===== config.mk =====
export PLATFORM = sky130hd
export DESIGN_NAME = vd_detect_ctrl
export DESIGN_NICKNAME = d
export VERILOG_FILES = /design/src/hdl/vd_pkg.sv /design/src/hdl/vd_event_qual.sv /design/src/hdl/vd_detect_ctrl.sv
export SDC_FILE = /design/constraint.sdc
export NUM_CORES = 1
export LEC_CHECK = 0
export BUFFER_PORTS_ARGS = -buffer_cell sky130_fd_sc_hd__buf_2
export CAP_MARGIN = 10
export CORE_ASPECT_RATIO = 0.6
export CORE_MARGIN = 5
export CORE_UTILIZATION = 53
export CTS_BUF_LIST = sky130_fd_sc_hd__clkbuf_4
export DETAILED_ROUTE_END_ITERATION = 16
export GPL_TIMING_DRIVEN = 1
export PLACE_DENSITY = 0.94
export SLEW_MARGIN = 30
export SYNTH_ARGS = -nofsm -noshare
export SYNTH_HDL_FRONTEND = slang
export SYNTH_SLANG_ARGS = --single-unit
export TNS_END_PERCENT = 10

===== constraint.sdc =====
create_clock -name sys_clk_in -period 2.9 [get_ports sys_clk_in]
set_clock_uncertainty 0.05 [all_clocks]
set_input_delay 0.58 -clock sys_clk_in [delete_from_list [all_inputs] [get_ports sys_clk_in]]
set_output_delay 0.58 -clock sys_clk_in [all_outputs]
set_load 0.01 [all_outputs]

===== src/hdl/vd_pkg.sv =====
package vd_pkg;

  // ------------------------------------------------------------------
  // register map, byte addresses on the register bus
  // ------------------------------------------------------------------
  localparam int          ADDR_W             = 8;
  localparam logic [7:0]  CTRL_OFFSET        = 8'h00;
  localparam logic [7:0]  INT_STATUS_OFFSET  = 8'h04;
  localparam logic [7:0]  INT_MASK_OFFSET    = 8'h08;

  // ------------------------------------------------------------------
  // control register field positions
  // ------------------------------------------------------------------
  localparam int          EN_BIT             = 15;
  localparam int          SIDL_BIT           = 13;
  localparam int          DIR_BIT            = 11;
  localparam int          RSV_A_BIT          = 10;
  localparam int          RSV_B_BIT          = 9;
  localparam int          LIVE_BIT           = 8;
  localparam int          LIMIT_LSB          = 0;
  localparam int          LIMIT_W            = 4;
  localparam int          CTRL_W             = 16;

  // ------------------------------------------------------------------
  // limit codes
  // ------------------------------------------------------------------
  localparam logic [3:0]  LIMIT_EXTERNAL     = 4'hF;
  localparam logic [3:0]  LIMIT_LOWEST_INT   = 4'hE;
  localparam logic [3:0]  LIMIT_HIGHEST_INT  = 4'h5;
  localparam logic [3:0]  LIMIT_RESET        = 4'h0;

  // ------------------------------------------------------------------
  // interrupt status / mask layout and reset values
  // ------------------------------------------------------------------
  localparam int          INT_DETECT_BIT     = 0;
  localparam int          INT_READY_BIT      = 1;
  localparam int          INT_W              = 2;
  localparam logic [1:0]  INT_STATUS_RESET   = 2'h1;
  localparam logic [1:0]  INT_MASK_RESET     = 2'h0;

  // ------------------------------------------------------------------
  // bus responses
  // ------------------------------------------------------------------
  localparam logic [1:0]  RESP_OKAY          = 2'h0;
  localparam logic [1:0]  RESP_SLVERR        = 2'h2;

  // ------------------------------------------------------------------
  // timing
  // ------------------------------------------------------------------
  localparam int          CLK_PERIOD_NS      = 25;
  localparam int          SETTLE_TIME_NS     = 5000;
  localparam int          SETTLE_CYCLES_I    =
    (SETTLE_TIME_NS + CLK_PERIOD_NS - 1) / CLK_PERIOD_NS;
  localparam int          SETTLE_W           = 8;
  localparam logic [7:0]  SETTLE_CYCLES      = SETTLE_CYCLES_I[7:0];

  // software-held configuration
  typedef struct packed {
    logic       enable;
    logic       stop_in_idle;
    logic       dir_up;
    logic [3:0] limit;
  } vd_ctrl_s;

  // drive towards the analog comparator and reference
  typedef struct packed {
    logic       power;
    logic       ext_select;
    logic [3:0] level;
  } vd_analog_s;

endpackage


===== src/hdl/vd_event_qual.sv =====
`timescale 1ns/10ps
`default_nettype none

module vd_event_qual
(
  input  wire logic             sys_clk_in,   // system clock
  input  wire logic             rst_in,       // sync reset, high
  input  wire vd_pkg::vd_ctrl_s ctrl_in,      // configuration
  input  wire logic             idle_mode_in, // device in idle
  input  wire logic             above_in,     // supply at or above trip
  input  wire logic             below_in,     // supply at or below trip
  output logic                  active_out,   // detector powered and running
  output logic                  live_out,     // live event status
  output logic                  ready_out     // one-cycle pulse, settling done
);

  logic                         code_ok;
  logic                         running;
  logic [vd_pkg::SETTLE_W-1:0]  settle_cnt;
  logic                         settled;

  // --------------------------------------------------------------
  // qualification
  // --------------------------------------------------------------
  // reserved limit codes never produce events
  assign code_ok = (ctrl_in.limit >= vd_pkg::LIMIT_HIGHEST_INT);
  // idle stop and power enable
  assign running = ctrl_in.enable
                   && !(ctrl_in.stop_in_idle && idle_mode_in)
                   && code_ok;
  assign active_out = running;

  // --------------------------------------------------------------
  // warm-up counter
  // --------------------------------------------------------------
  // results ignored until the analog side has settled
  always_ff @(posedge sys_clk_in)
  begin
    if (rst_in || !running)
    begin
      settle_cnt <= '0;
      settled    <= 1'b0;
      ready_out  <= 1'b0;
    end
    else if (!settled)
    begin
      settle_cnt <= settle_cnt + 8'h01;
      settled    <= (settle_cnt == vd_pkg::SETTLE_CYCLES - 8'h01);
      ready_out  <= (settle_cnt == vd_pkg::SETTLE_CYCLES - 8'h01);
    end
    else
    begin
      ready_out  <= 1'b0;
    end
  end

  // --------------------------------------------------------------
  // live event, by direction
  // --------------------------------------------------------------
  always_ff @(posedge sys_clk_in)
  begin
    if (rst_in)
      live_out <= 1'b0;
    else
      live_out <= running && settled
                  && (ctrl_in.dir_up ? above_in : below_in);
  end

endmodule

`default_nettype wire


===== src/hdl/vd_detect_ctrl.sv =====
`timescale 1ns/10ps
`default_nettype none

// Notes on behaviour
// - the detect flag sets when the supply passes the trip point in the chosen direction, and an unmasked flag raises the interrupt.
// - the detect flag may already be set after power-on reset, so software clears it before first use.
// - control bit 15 powers the detector when one, holds it off and inactive when zero, and resets to zero.
// - control bit 13 set stops the detector in idle mode, clear keeps it running in idle.
// - control bit 11 one means event at or above the trip point, zero means at or below.
// - control bits 10 and 9 always read as one whatever is written.
// - status bit 8 is hardware driven and reads one exactly while the detection condition holds.
// - limit code 1111 selects the external input compared against the band gap.
// - limit codes 1110 to 0101 pick ten internal levels, codes 0100 to 0000 must not be used.
// - a write clearing the detect flag has no effect while the live status reads one.
// - control bits 14, 12 and 7 to 4 ignore writes and read as zero.
module vd_detect_ctrl
(
  input  wire logic                      sys_clk_in,         // 40 MHz system clock
  input  wire logic                      rst_in,             // sync reset, high
  // axi4-lite write address
  input  wire logic [vd_pkg::ADDR_W-1:0] s_axi_awaddr_in,    // write address
  input  wire logic                      s_axi_awvalid_in,   // write address valid
  output logic                           s_axi_awready_out,  // write address ready
  // axi4-lite write data
  input  wire logic [31:0]               s_axi_wdata_in,     // write data
  input  wire logic [3:0]                s_axi_wstrb_in,     // byte strobes
  input  wire logic                      s_axi_wvalid_in,    // write data valid
  output logic                           s_axi_wready_out,   // write data ready
  // axi4-lite write response
  output logic [1:0]                     s_axi_bresp_out,    // write response
  output logic                           s_axi_bvalid_out,   // response valid
  input  wire logic                      s_axi_bready_in,    // response ready
  // axi4-lite read address
  input  wire logic [vd_pkg::ADDR_W-1:0] s_axi_araddr_in,    // read address
  input  wire logic                      s_axi_arvalid_in,   // read address valid
  output logic                           s_axi_arready_out,  // read address ready
  // axi4-lite read data
  output logic [31:0]                    s_axi_rdata_out,    // read data
  output logic [1:0]                     s_axi_rresp_out,    // read response
  output logic                           s_axi_rvalid_out,   // read data valid
  input  wire logic                      s_axi_rready_in,    // read data ready
  // device and analog side
  input  wire logic                      idle_mode_in,       // device in idle mode
  input  wire logic                      supply_above_in,    // at or above trip
  input  wire logic                      supply_below_in,    // at or below trip
  output vd_pkg::vd_analog_s             analog_ctrl_out,    // comparator setup
  output logic                           live_event_out,     // live event status
  output logic                           irq_out             // level interrupt
);

  // ------------------------------------------------------------------
  // declarations
  // ------------------------------------------------------------------
  // detector state
  vd_pkg::vd_ctrl_s                      ctrl;
  logic [vd_pkg::INT_W-1:0]              int_status;
  logic [vd_pkg::INT_W-1:0]              int_mask;
  logic                                  active;
  logic                                  live;
  logic                                  ready_pulse;

  // write capture and decode
  logic                                  aw_held;
  logic [vd_pkg::ADDR_W-1:0]             aw_addr;
  logic                                  w_held;
  logic [31:0]                           w_data;
  logic [3:0]                            w_strb;
  logic                                  wr_fire;
  logic                                  wr_ctrl;
  logic                                  wr_status;
  logic                                  wr_mask;
  logic                                  wr_known;

  // read path
  logic [vd_pkg::CTRL_W-1:0]             ctrl_rd;
  logic [31:0]                           next_rdata;
  logic [1:0]                            next_rresp;

  // clear strobes for the flags
  logic                                  clr_detect;
  logic                                  clr_ready;

  // ------------------------------------------------------------------
  // event qualifier
  // ------------------------------------------------------------------
  // gates by power, idle stop, code and warm-up
  vd_event_qual u_qual
  (
    .sys_clk_in   (sys_clk_in),
    .rst_in       (rst_in),
    .ctrl_in      (ctrl),
    .idle_mode_in (idle_mode_in),
    .above_in     (supply_above_in),
    .below_in     (supply_below_in),
    .active_out   (active),
    .live_out     (live),
    .ready_out    (ready_pulse)
  );

  // ------------------------------------------------------------------
  // analog side drive
  // ------------------------------------------------------------------
  // power follows enable and idle stop, held off for reserved limit codes
  // trails the control register by one cycle
  always_ff @(posedge sys_clk_in)
  begin
    if (rst_in)
    begin
      analog_ctrl_out <= '0;
    end
    else
    begin
      analog_ctrl_out.power      <= active;
      analog_ctrl_out.ext_select <= (ctrl.limit == vd_pkg::LIMIT_EXTERNAL);
      analog_ctrl_out.level      <= ctrl.limit;
    end
  end

  // live status straight from the qualifier flop
  // same flop feeds the control readback
  assign live_event_out = live;

  // ------------------------------------------------------------------
  // write address / data capture
  // ------------------------------------------------------------------
  // each channel is taken on its own and held until the response
  // readies drop while a response waits, one write in flight
  assign s_axi_awready_out = !aw_held && !s_axi_bvalid_out;
  assign s_axi_wready_out  = !w_held && !s_axi_bvalid_out;

  always_ff @(posedge sys_clk_in)
  begin
    if (rst_in)
    begin
      aw_held <= 1'b0;
      aw_addr <= '0;
    end
    else if (s_axi_awvalid_in && s_axi_awready_out)
    begin
      aw_held <= 1'b1;
      aw_addr <= s_axi_awaddr_in;
    end
    else if (wr_fire)
    begin
      aw_held <= 1'b0;
    end
  end

  always_ff @(posedge sys_clk_in)
  begin
    if (rst_in)
    begin
      w_held <= 1'b0;
      w_data <= '0;
      w_strb <= '0;
    end
    else if (s_axi_wvalid_in && s_axi_wready_out)
    begin
      w_held <= 1'b1;
      w_data <= s_axi_wdata_in;
      w_strb <= s_axi_wstrb_in;
    end
    else if (wr_fire)
    begin
      w_held <= 1'b0;
    end
  end

  // ------------------------------------------------------------------
  // write decode
  // ------------------------------------------------------------------
  // fires once both halves are held
  assign wr_fire   = aw_held && w_held && !s_axi_bvalid_out;
  assign wr_ctrl   = wr_fire && (aw_addr == vd_pkg::CTRL_OFFSET);
  assign wr_status = wr_fire && (aw_addr == vd_pkg::INT_STATUS_OFFSET);
  assign wr_mask   = wr_fire && (aw_addr == vd_pkg::INT_MASK_OFFSET);
  assign wr_known  = wr_ctrl || wr_status || wr_mask;

  // write response, error on unmapped address
  // bvalid holds until bready
  always_ff @(posedge sys_clk_in)
  begin
    if (rst_in)
    begin
      s_axi_bvalid_out <= 1'b0;
      s_axi_bresp_out  <= vd_pkg::RESP_OKAY;
    end
    else if (wr_fire)
    begin
      s_axi_bvalid_out <= 1'b1;
      s_axi_bresp_out  <= wr_known ? vd_pkg::RESP_OKAY : vd_pkg::RESP_SLVERR;
    end
    else if (s_axi_bready_in)
    begin
      s_axi_bvalid_out <= 1'b0;
    end
  end

  // ------------------------------------------------------------------
  // control register
  // ------------------------------------------------------------------
  // only enable, idle stop, direction and limit hold state
  // reserved bits are rebuilt on read
  always_ff @(posedge sys_clk_in)
  begin
    if (rst_in)
    begin
      ctrl.enable       <= 1'b0;
      ctrl.stop_in_idle <= 1'b0;
      ctrl.dir_up       <= 1'b0;
      ctrl.limit        <= vd_pkg::LIMIT_RESET;
    end
    else if (wr_ctrl)
    begin
      // lane one: enable, idle stop, direction
      if (w_strb[1])
      begin
        ctrl.enable       <= w_data[vd_pkg::EN_BIT];
        ctrl.stop_in_idle <= w_data[vd_pkg::SIDL_BIT];
        ctrl.dir_up       <= w_data[vd_pkg::DIR_BIT];
      end
      // lane zero: limit code
      if (w_strb[0])
      begin
        ctrl.limit <= w_data[vd_pkg::LIMIT_LSB +: vd_pkg::LIMIT_W];
      end
    end
  end

  // ------------------------------------------------------------------
  // interrupt status
  // ------------------------------------------------------------------
  // detect clear refused while the event is live
  assign clr_detect = wr_status && w_strb[0] && w_data[vd_pkg::INT_DETECT_BIT]
                      && !live;
  // ready event clears freely
  assign clr_ready  = wr_status && w_strb[0] && w_data[vd_pkg::INT_READY_BIT];

  // sticky flags, set wins over clear
  // so an event is never lost to a clear
  always_ff @(posedge sys_clk_in)
  begin
    if (rst_in)
    begin
      int_status <= vd_pkg::INT_STATUS_RESET;
    end
    else
    begin
      if (live)
        int_status[vd_pkg::INT_DETECT_BIT] <= 1'b1;
      else if (clr_detect)
        int_status[vd_pkg::INT_DETECT_BIT] <= 1'b0;
      if (ready_pulse)
        int_status[vd_pkg::INT_READY_BIT] <= 1'b1;
      else if (clr_ready)
        int_status[vd_pkg::INT_READY_BIT] <= 1'b0;
    end
  end

  // interrupt mask
  // gates the output only, never the flags
  always_ff @(posedge sys_clk_in)
  begin
    if (rst_in)
      int_mask <= vd_pkg::INT_MASK_RESET;
    else if (wr_mask && w_strb[0])
      int_mask <= w_data[vd_pkg::INT_W-1:0];
  end

  // level interrupt from unmasked flags
  // trails the status by one cycle
  always_ff @(posedge sys_clk_in)
  begin
    if (rst_in)
      irq_out <= 1'b0;
    else
      irq_out <= |(int_status & int_mask);
  end

  // ------------------------------------------------------------------
  // read path
  // ------------------------------------------------------------------
  // control readback image
  // reserved bits read one, unused ones zero
  always_comb
  begin
    ctrl_rd                                          = '0;
    ctrl_rd[vd_pkg::EN_BIT]                          = ctrl.enable;
    ctrl_rd[vd_pkg::SIDL_BIT]                        = ctrl.stop_in_idle;
    ctrl_rd[vd_pkg::DIR_BIT]                         = ctrl.dir_up;
    ctrl_rd[vd_pkg::RSV_A_BIT]                       = 1'b1;
    ctrl_rd[vd_pkg::RSV_B_BIT]                       = 1'b1;
    ctrl_rd[vd_pkg::LIVE_BIT]                        = live;
    ctrl_rd[vd_pkg::LIMIT_LSB +: vd_pkg::LIMIT_W]    = ctrl.limit;
  end

  // address decode for reads
  // unmapped reads give zero and an error
  always_comb
  begin
    next_rdata = '0;
    next_rresp = vd_pkg::RESP_OKAY;
    case (s_axi_araddr_in)
      vd_pkg::CTRL_OFFSET:
        next_rdata[vd_pkg::CTRL_W-1:0] = ctrl_rd;
      vd_pkg::INT_STATUS_OFFSET:
        next_rdata[vd_pkg::INT_W-1:0] = int_status;
      vd_pkg::INT_MASK_OFFSET:
        next_rdata[vd_pkg::INT_W-1:0] = int_mask;
      default:
        next_rresp = vd_pkg::RESP_SLVERR;
    endcase
  end

  // one read in flight
  assign s_axi_arready_out = !s_axi_rvalid_out;

  // read data registered, one per request
  // rdata and rresp stand until rready
  always_ff @(posedge sys_clk_in)
  begin
    if (rst_in)
    begin
      s_axi_rvalid_out <= 1'b0;
      s_axi_rdata_out  <= '0;
      s_axi_rresp_out  <= vd_pkg::RESP_OKAY;
    end
    else if (s_axi_arvalid_in && s_axi_arready_out)
    begin
      s_axi_rvalid_out <= 1'b1;
      s_axi_rdata_out  <= next_rdata;
      s_axi_rresp_out  <= next_rresp;
    end
    else if (s_axi_rready_in)
    begin
      s_axi_rvalid_out <= 1'b0;
    end
  end

endmodule

`default_nettype wire


# Word-level counts from Yosys, hierarchy flattened
# Cells that the tools add are included.
[totals]
input_bits = 62
out_inout_bits = 49
reg_bits = 79
wordCells = 92
[op_classes]
addsub = 1
magnitude_cmp = 1
n_reduce_logical = 43
muxes = 15
bitwise_logic = 1
n_eq_ne = 6
[op_table]
columns = ["op", "n"]
rows = [
  ["$logic_and 1x1->1", 20],
  ["$eq 8x3->1 const B", 2],
  ["$eq 8x4->1 const B", 2],
  ["$logic_not 8->1", 2],
  ["$mux 14", 1],
  ["$mux 1", 11],
  ["$reduce_bool 2->1", 5],
  ["$add 8x1->8 const B", 1],
  ["$eq 8x8->1 const B", 1],
  ["$logic_not 1->1", 7],
  ["$pmux 2 s3", 1],
  ["$reduce_or 2->1", 3],
  ["$eq 4x4->1 const B", 1],
  ["$ge 4x3->1 const B", 1],
  ["$mux 2", 2],
  ["$reduce_and 2->1", 2],
  ["$logic_or 1x1->1", 3],
  ["$reduce_or 3->1", 1],
  ["$and 2x2->2", 1],
]

# Logic depth before layout (Yosys ltp)
[depth]
word_depth = 7
ltp_mapped = 5
mapped_depth_nobuf = 4

# Modules after synthesis
# From an unflattened synthesis, not the netlist that was laid out.
[hier_totals]
cells_unflattened = 265
hier_area_um2 = 2623.8
[by_module_without_submodules]
columns = ["mod", "area_per_inst_um2", "cells_per_inst", "n_inst", "seq_area_each_um2"]
rows = [
  ["vd_detect_ctrl", 2108.3, 212, 1, 1001.0],
  ["vd_event_qual", 515.5, 53, 1, 220.2],
]

# Least setup slack after synthesis
# Ideal clock, no wire load.
[synth_timing]
path_kind = "input to register"
from = "in s_axi_araddr_in[0] (netlist name)"
to = "reg s_axi_rdata_out[2]"
setup_time_ns = 0.070
n_path_buf = 1
arrival_ns = 1.857
cell_stages = 4
slack_ns = 0.922
required_time_ns = 2.780
path_cell_list = "or4_1 > or4_1 > buf_2 > o2bb2ai_1"
[synth_between]
elab_chain_len = 2
[synth_lines]
columns = ["item", "line", "text"]
rows = [
  ["start: declaration", "vd_detect_ctrl.sv:34", "input wire logic [vd_pkg::ADDR_W-1:0] s_axi_araddr_in,"],
  ["$logic_not 8->1", "vd_detect_ctrl.sv:303", "case (s_axi_araddr_in)"],
  ["$mux 14", "vd_detect_ctrl.sv:303", ""],
  ["end signal: assignment", "vd_detect_ctrl.sv:331", "s_axi_rdata_out <= next_rdata;"],
  ["end: declaration", "vd_detect_ctrl.sv:38", "output logic [31:0] s_axi_rdata_out,"],
]
# Every way passes these cells.
# A chain may end at the register's enable or synchronous reset.

# Final worst setup path
[layout_timing]
from = "reg s_axi_bvalid_out"
to = "reg int_status[0] (netlist name)"
[layout_between]
elab_chain_len = 6
[layout_lines]
columns = ["item", "line", "text"]
rows = [
  ["start: declaration", "vd_detect_ctrl.sv:31", "output logic s_axi_bvalid_out,"],
  ["start signal: assignment", "vd_detect_ctrl.sv:185", "s_axi_bvalid_out <= 1'b0;"],
  ["start signal: assignment", "vd_detect_ctrl.sv:190", "s_axi_bvalid_out <= 1'b1;"],
  ["start signal: assignment", "vd_detect_ctrl.sv:195", "s_axi_bvalid_out <= 1'b0;"],
  ["$logic_not 1->1", "vd_detect_ctrl.sv:173", "assign wr_fire = aw_held && w_held && !s_axi_bvalid_out;"],
  ["$logic_and 1x1->1", "vd_detect_ctrl.sv:173", ""],
  ["$logic_and 1x1->1", "vd_detect_ctrl.sv:175", "assign wr_status = wr_fire && (aw_addr == vd_pkg::INT_STATUS_OFFSET);"],
  ["$logic_and 1x1->1 (2 in a row)", "vd_detect_ctrl.sv:234", "assign clr_detect = wr_status && w_strb[0] && w_data[vd_pkg::INT_DETECT_BIT]"],
  ["$logic_and 1x1->1", "vd_detect_ctrl.sv:235", "&& !live;"],
  ["end signal: assignment", "vd_detect_ctrl.sv:245", "int_status <= vd_pkg::INT_STATUS_RESET;"],
  ["end: declaration", "vd_detect_ctrl.sv:56", "logic [vd_pkg::INT_W-1:0] int_status;"],
]
# Every way passes these cells.

==> impl_metrics.csv <==
group,metric,value,unit
yosys,ys_top_cells_by_area,"dfxtp_1 (47%), mux2i_1 (12%), buf_4 (7.3%), nor2_1 (5.0%), nand2b_1 (4.9%)",
cts,hold_buffers,0,
timing,period_minus_slack,1920,ps
power_and_ir_drop,p_sw,384,uW
layout,regArea,1220,um2
power_and_ir_drop,p_per_area,516,nW/um2
timing,timing.setup.tns,0,ps
floorplan,initial_core_util,0.556,
grt,grt_pass1_wl,8.70,mm
power_and_ir_drop,peakVddDrop,343,uV
power_and_ir_drop,leakage,1.28,nW
timing,fin_ws,975,ps
layout,fill_cells,403,
yosys,synth_seq_area_share,0.474,
placed_design,gp_congestion,0.784,
cts,clock_sinks,61,
floorplan,dieArea,6400,um2
yosys,synth-compound-area-share,0.0820,
hold_path,hold_class,"primary input to flop",
power_and_ir_drop,netSwitchingFraction,0.252,
layout,drive_gt1_frac,0.252,
placed_design,portBuffers,59,
floorplan,ios,111,
timing,tightestPinTransition,668,ps
layout,multi_input_area,1180,um2
timing,slew_headroom,0.553,
layout,nets,387,
placed_design,pre_cts_ws,658,ps
yosys,synthArstFlopShare,0,
timing,rsz0062_at_grt,"false",
grt,gr-usage-all-layers,0.176,
power_and_ir_drop,p_clk_frac,0.320,
timing,period_share,0.664,
timing,drv_slew,0,
worst_setup_path,cp.arrival,2180,ps
drt,wl_per_cell,14.3,um
yosys,synth_adder_area_share,0.00485,
worst_setup_path,critPathRequiredTime,3150,ps
worst_setup_path,worst_setup_path_end_kind,"flop",
layout,n_antenna_cell,0,
worst_setup_path,critPathKind,"flop to flop",
timing,setup_violations,0,
yosys,netlist_instances,264,
yosys,yosys-top-cells-count,"dfxtp_1 (61), nor2_1 (34), mux2i_1 (30)",
yosys,synth-edff-count,0,
power_and_ir_drop,total_power,1.52,mW
cts,insertion_delay,410,ps
cts,cts_resized,0,
yosys,synth_cell_types,44,
yosys,synthXorXnorAreaFrac,0.0136,
cts,cts_tree,"built",
cts,htreeDepth,3,
outcome,status,"finished, final reports clean",
floorplan,dieHeight,64.0,um
grt,grt_antenna_before_repair,0,
timing,final-hold-violation-count,0,
yosys,synth_flop_cell,"dfxtp_1",
placed_design,hpwl,4.14,mm
drt,first_iter_violations,163,
yosys,synth_most_common_cell,"dfxtp_1",
cts,post_cts_buffers,0,
drt,wirelength,5.59,mm
worst_setup_path,critPathMaxFanout,9,
yosys,synth_mux_area_frac,0.117,
power_and_ir_drop,seqPwrFrac,0.578,
yosys,synthSimpleGateAreaFrac,0.205,
floorplan,coreArea,4640,um2
cts,clockRootBuffer,"clkbuf_4",
floorplan,rows,19,
cts,cts_made_buffers,9,
yosys,synth_area_leader_cell,"dfxtp_1",
yosys,synth.avg_cell_area,9.76,um2
power_and_ir_drop,pwr-share-comb,0.102,
yosys,synth_top_family_by_area,"simple AND/OR/NAND/NOR gates",
floorplan,dieWidth,100,um
yosys,netlist_area,2580,um2
drt,ant_nets,0,
drt,vias,2002,
layout,syn_to_final_growth,14.3,%
worst_setup_path,cp-start-kind,"flop",
cts,clkTransAtPathRegs,90,ps
power_and_ir_drop,intPower,1.14,mW
yosys,ys_warn_count,0,
drt,remaining_drc_errors,0,
cts,clockBufferDepth,2,
yosys,yosysTopAreaCellShare,0.474,
grt,grt-ovfl-total,0,
grt,grt_max_degree,25,
grt,grt_pass1_vias,1835,
run,drv_cap,0,
yosys,ys_ff_latch,61,
drt,first_pass_iters,4,
drt,via_per_inst,5.11,
timing,fmax,520,MHz
## power by group through the flow
stage	combinational, mW	clock (mW)	sequential [mW]
floorplan	0.128	0	0.895
global placement	0.150	0	0.897
detailed placement	0.154	0	0.899
CTS	0.155	0.503	0.879
global route	0.172	0.547	0.882
finish	0.155	0.487	0.879
## layout by cell type, fill, tap and decap left out, types with 2 or more instances in the layout
| cell | synthesis | final |
|---|---|---|
| a211oi_1 | 2 | 2 |
| a21oi_1 | 9 | 9 |
| a22o_1 | 2 | 2 |
| buf_2 | 1 | 59 |
| buf_4 | 25 | 3 |
| clkbuf_4 | 0 | 13 |
| clkinv_1 | 0 | 2 |
| conb_1 | 1 | 24 |
| dfxtp_1 | 61 | 61 |
| inv_1 | 9 | 9 |
| mux2i_1 | 30 | 30 |
| nand2_1 | 4 | 4 |
| nand2b_1 | 20 | 20 |
| nand3_1 | 2 | 2 |
| nand3b_1 | 2 | 2 |
| nand4b_1 | 4 | 4 |
| nor2_1 | 34 | 34 |
| nor2b_1 | 2 | 2 |
| nor3_1 | 4 | 4 |
| o21ai_0 | 4 | 4 |
| o22ai_1 | 2 | 2 |
| o2bb2ai_1 | 6 | 6 |
| or3_1 | 3 | 3 |
| or3b_2 | 2 | 2 |
| or4_1 | 3 | 3 |
| xor2_1 | 3 | 3 |
## logic make-up after synthesis
family / Yosys count
compound gates: 31
xor+xnor: 4
fa+ha+maj: 1
buf+inv: 45
flops: 61
mux: 30
other cells: 1
simple gates: 91
## cell type report
class,instances,share of cell area
clock buffer,13,0.0331
clock inverter,3,0.00425
inverter,9,0.0115
multi-input combinational,181,0.402
sequential,61,0.415
tap,63,0.0268
timing repair buffer,62,0.108
## final timing paths
kind,startpoint,endpoint,slack [ps],cells past startpoint
setup / recovery,s_axi_bvalid_out$_SDFFE_PP0P_,int_status[0]$_SDFFE_PP1P_,980,3
hold / removal,s_axi_rready_in,s_axi_rvalid_out$_SDFFE_PP0P_,300,2
setup reg to reg,s_axi_bvalid_out$_SDFFE_PP0P_,int_status[0]$_SDFFE_PP1P_,980,3
hold reg to reg,s_axi_rdata_out[3]$_SDFFE_PP0P_,s_axi_rdata_out[3]$_SDFFE_PP0P_,420,1
## metal layers
layer,vias to the layer above,share of wire,GRT usage,routed length (um)
li1,985,-,-,-
met1,917,0.44,0.227,2470
met2,88,0.41,0.246,2320
met3,12,0.13,0.103,716
met4,0,0.015,0.0622,85
met5,-,0,0,0
## critical path: stages (launching register included)
cell and delay [ps]:
dfxtp_1 380, nand3b_1 440, or4_1 640, a211o_1 310
## state kept, by name, summed over array words and instances (netlist names), 2 cells and up
| register | count |
|---|---|
| u_qual.settle_cnt | 8 |
| ctrl | 7 |
| int_mask | 2 |
| analog_ctrl_out | 6 |
| w_strb | 2 |
| aw_addr | 8 |
| w_data | 7 |
| int_status | 2 |
| s_axi_rdata_out | 9 |
## per-stage QoR
| step | cell area (um2) | util | hold WS (ps) | std cells |
|---|---|---|---|---|
| 2_1_floorplan | 2660 | - | 394 | 287 |
| 3_3_place_gp | 2840 | 0.612 | 393 | 376 |
| 3_5_place_dp | 2840 | 0.612 | 394 | 376 |
| 4_1_cts | 2950 | 0.635 | 275 | 392 |
| 5_1_grt | 2950 | 0.635 | 270 | 392 |
| 6_report | 2950 | 0.635 | 299 | 392 |
Note: power is estimated with default switching activity, not from simulation.
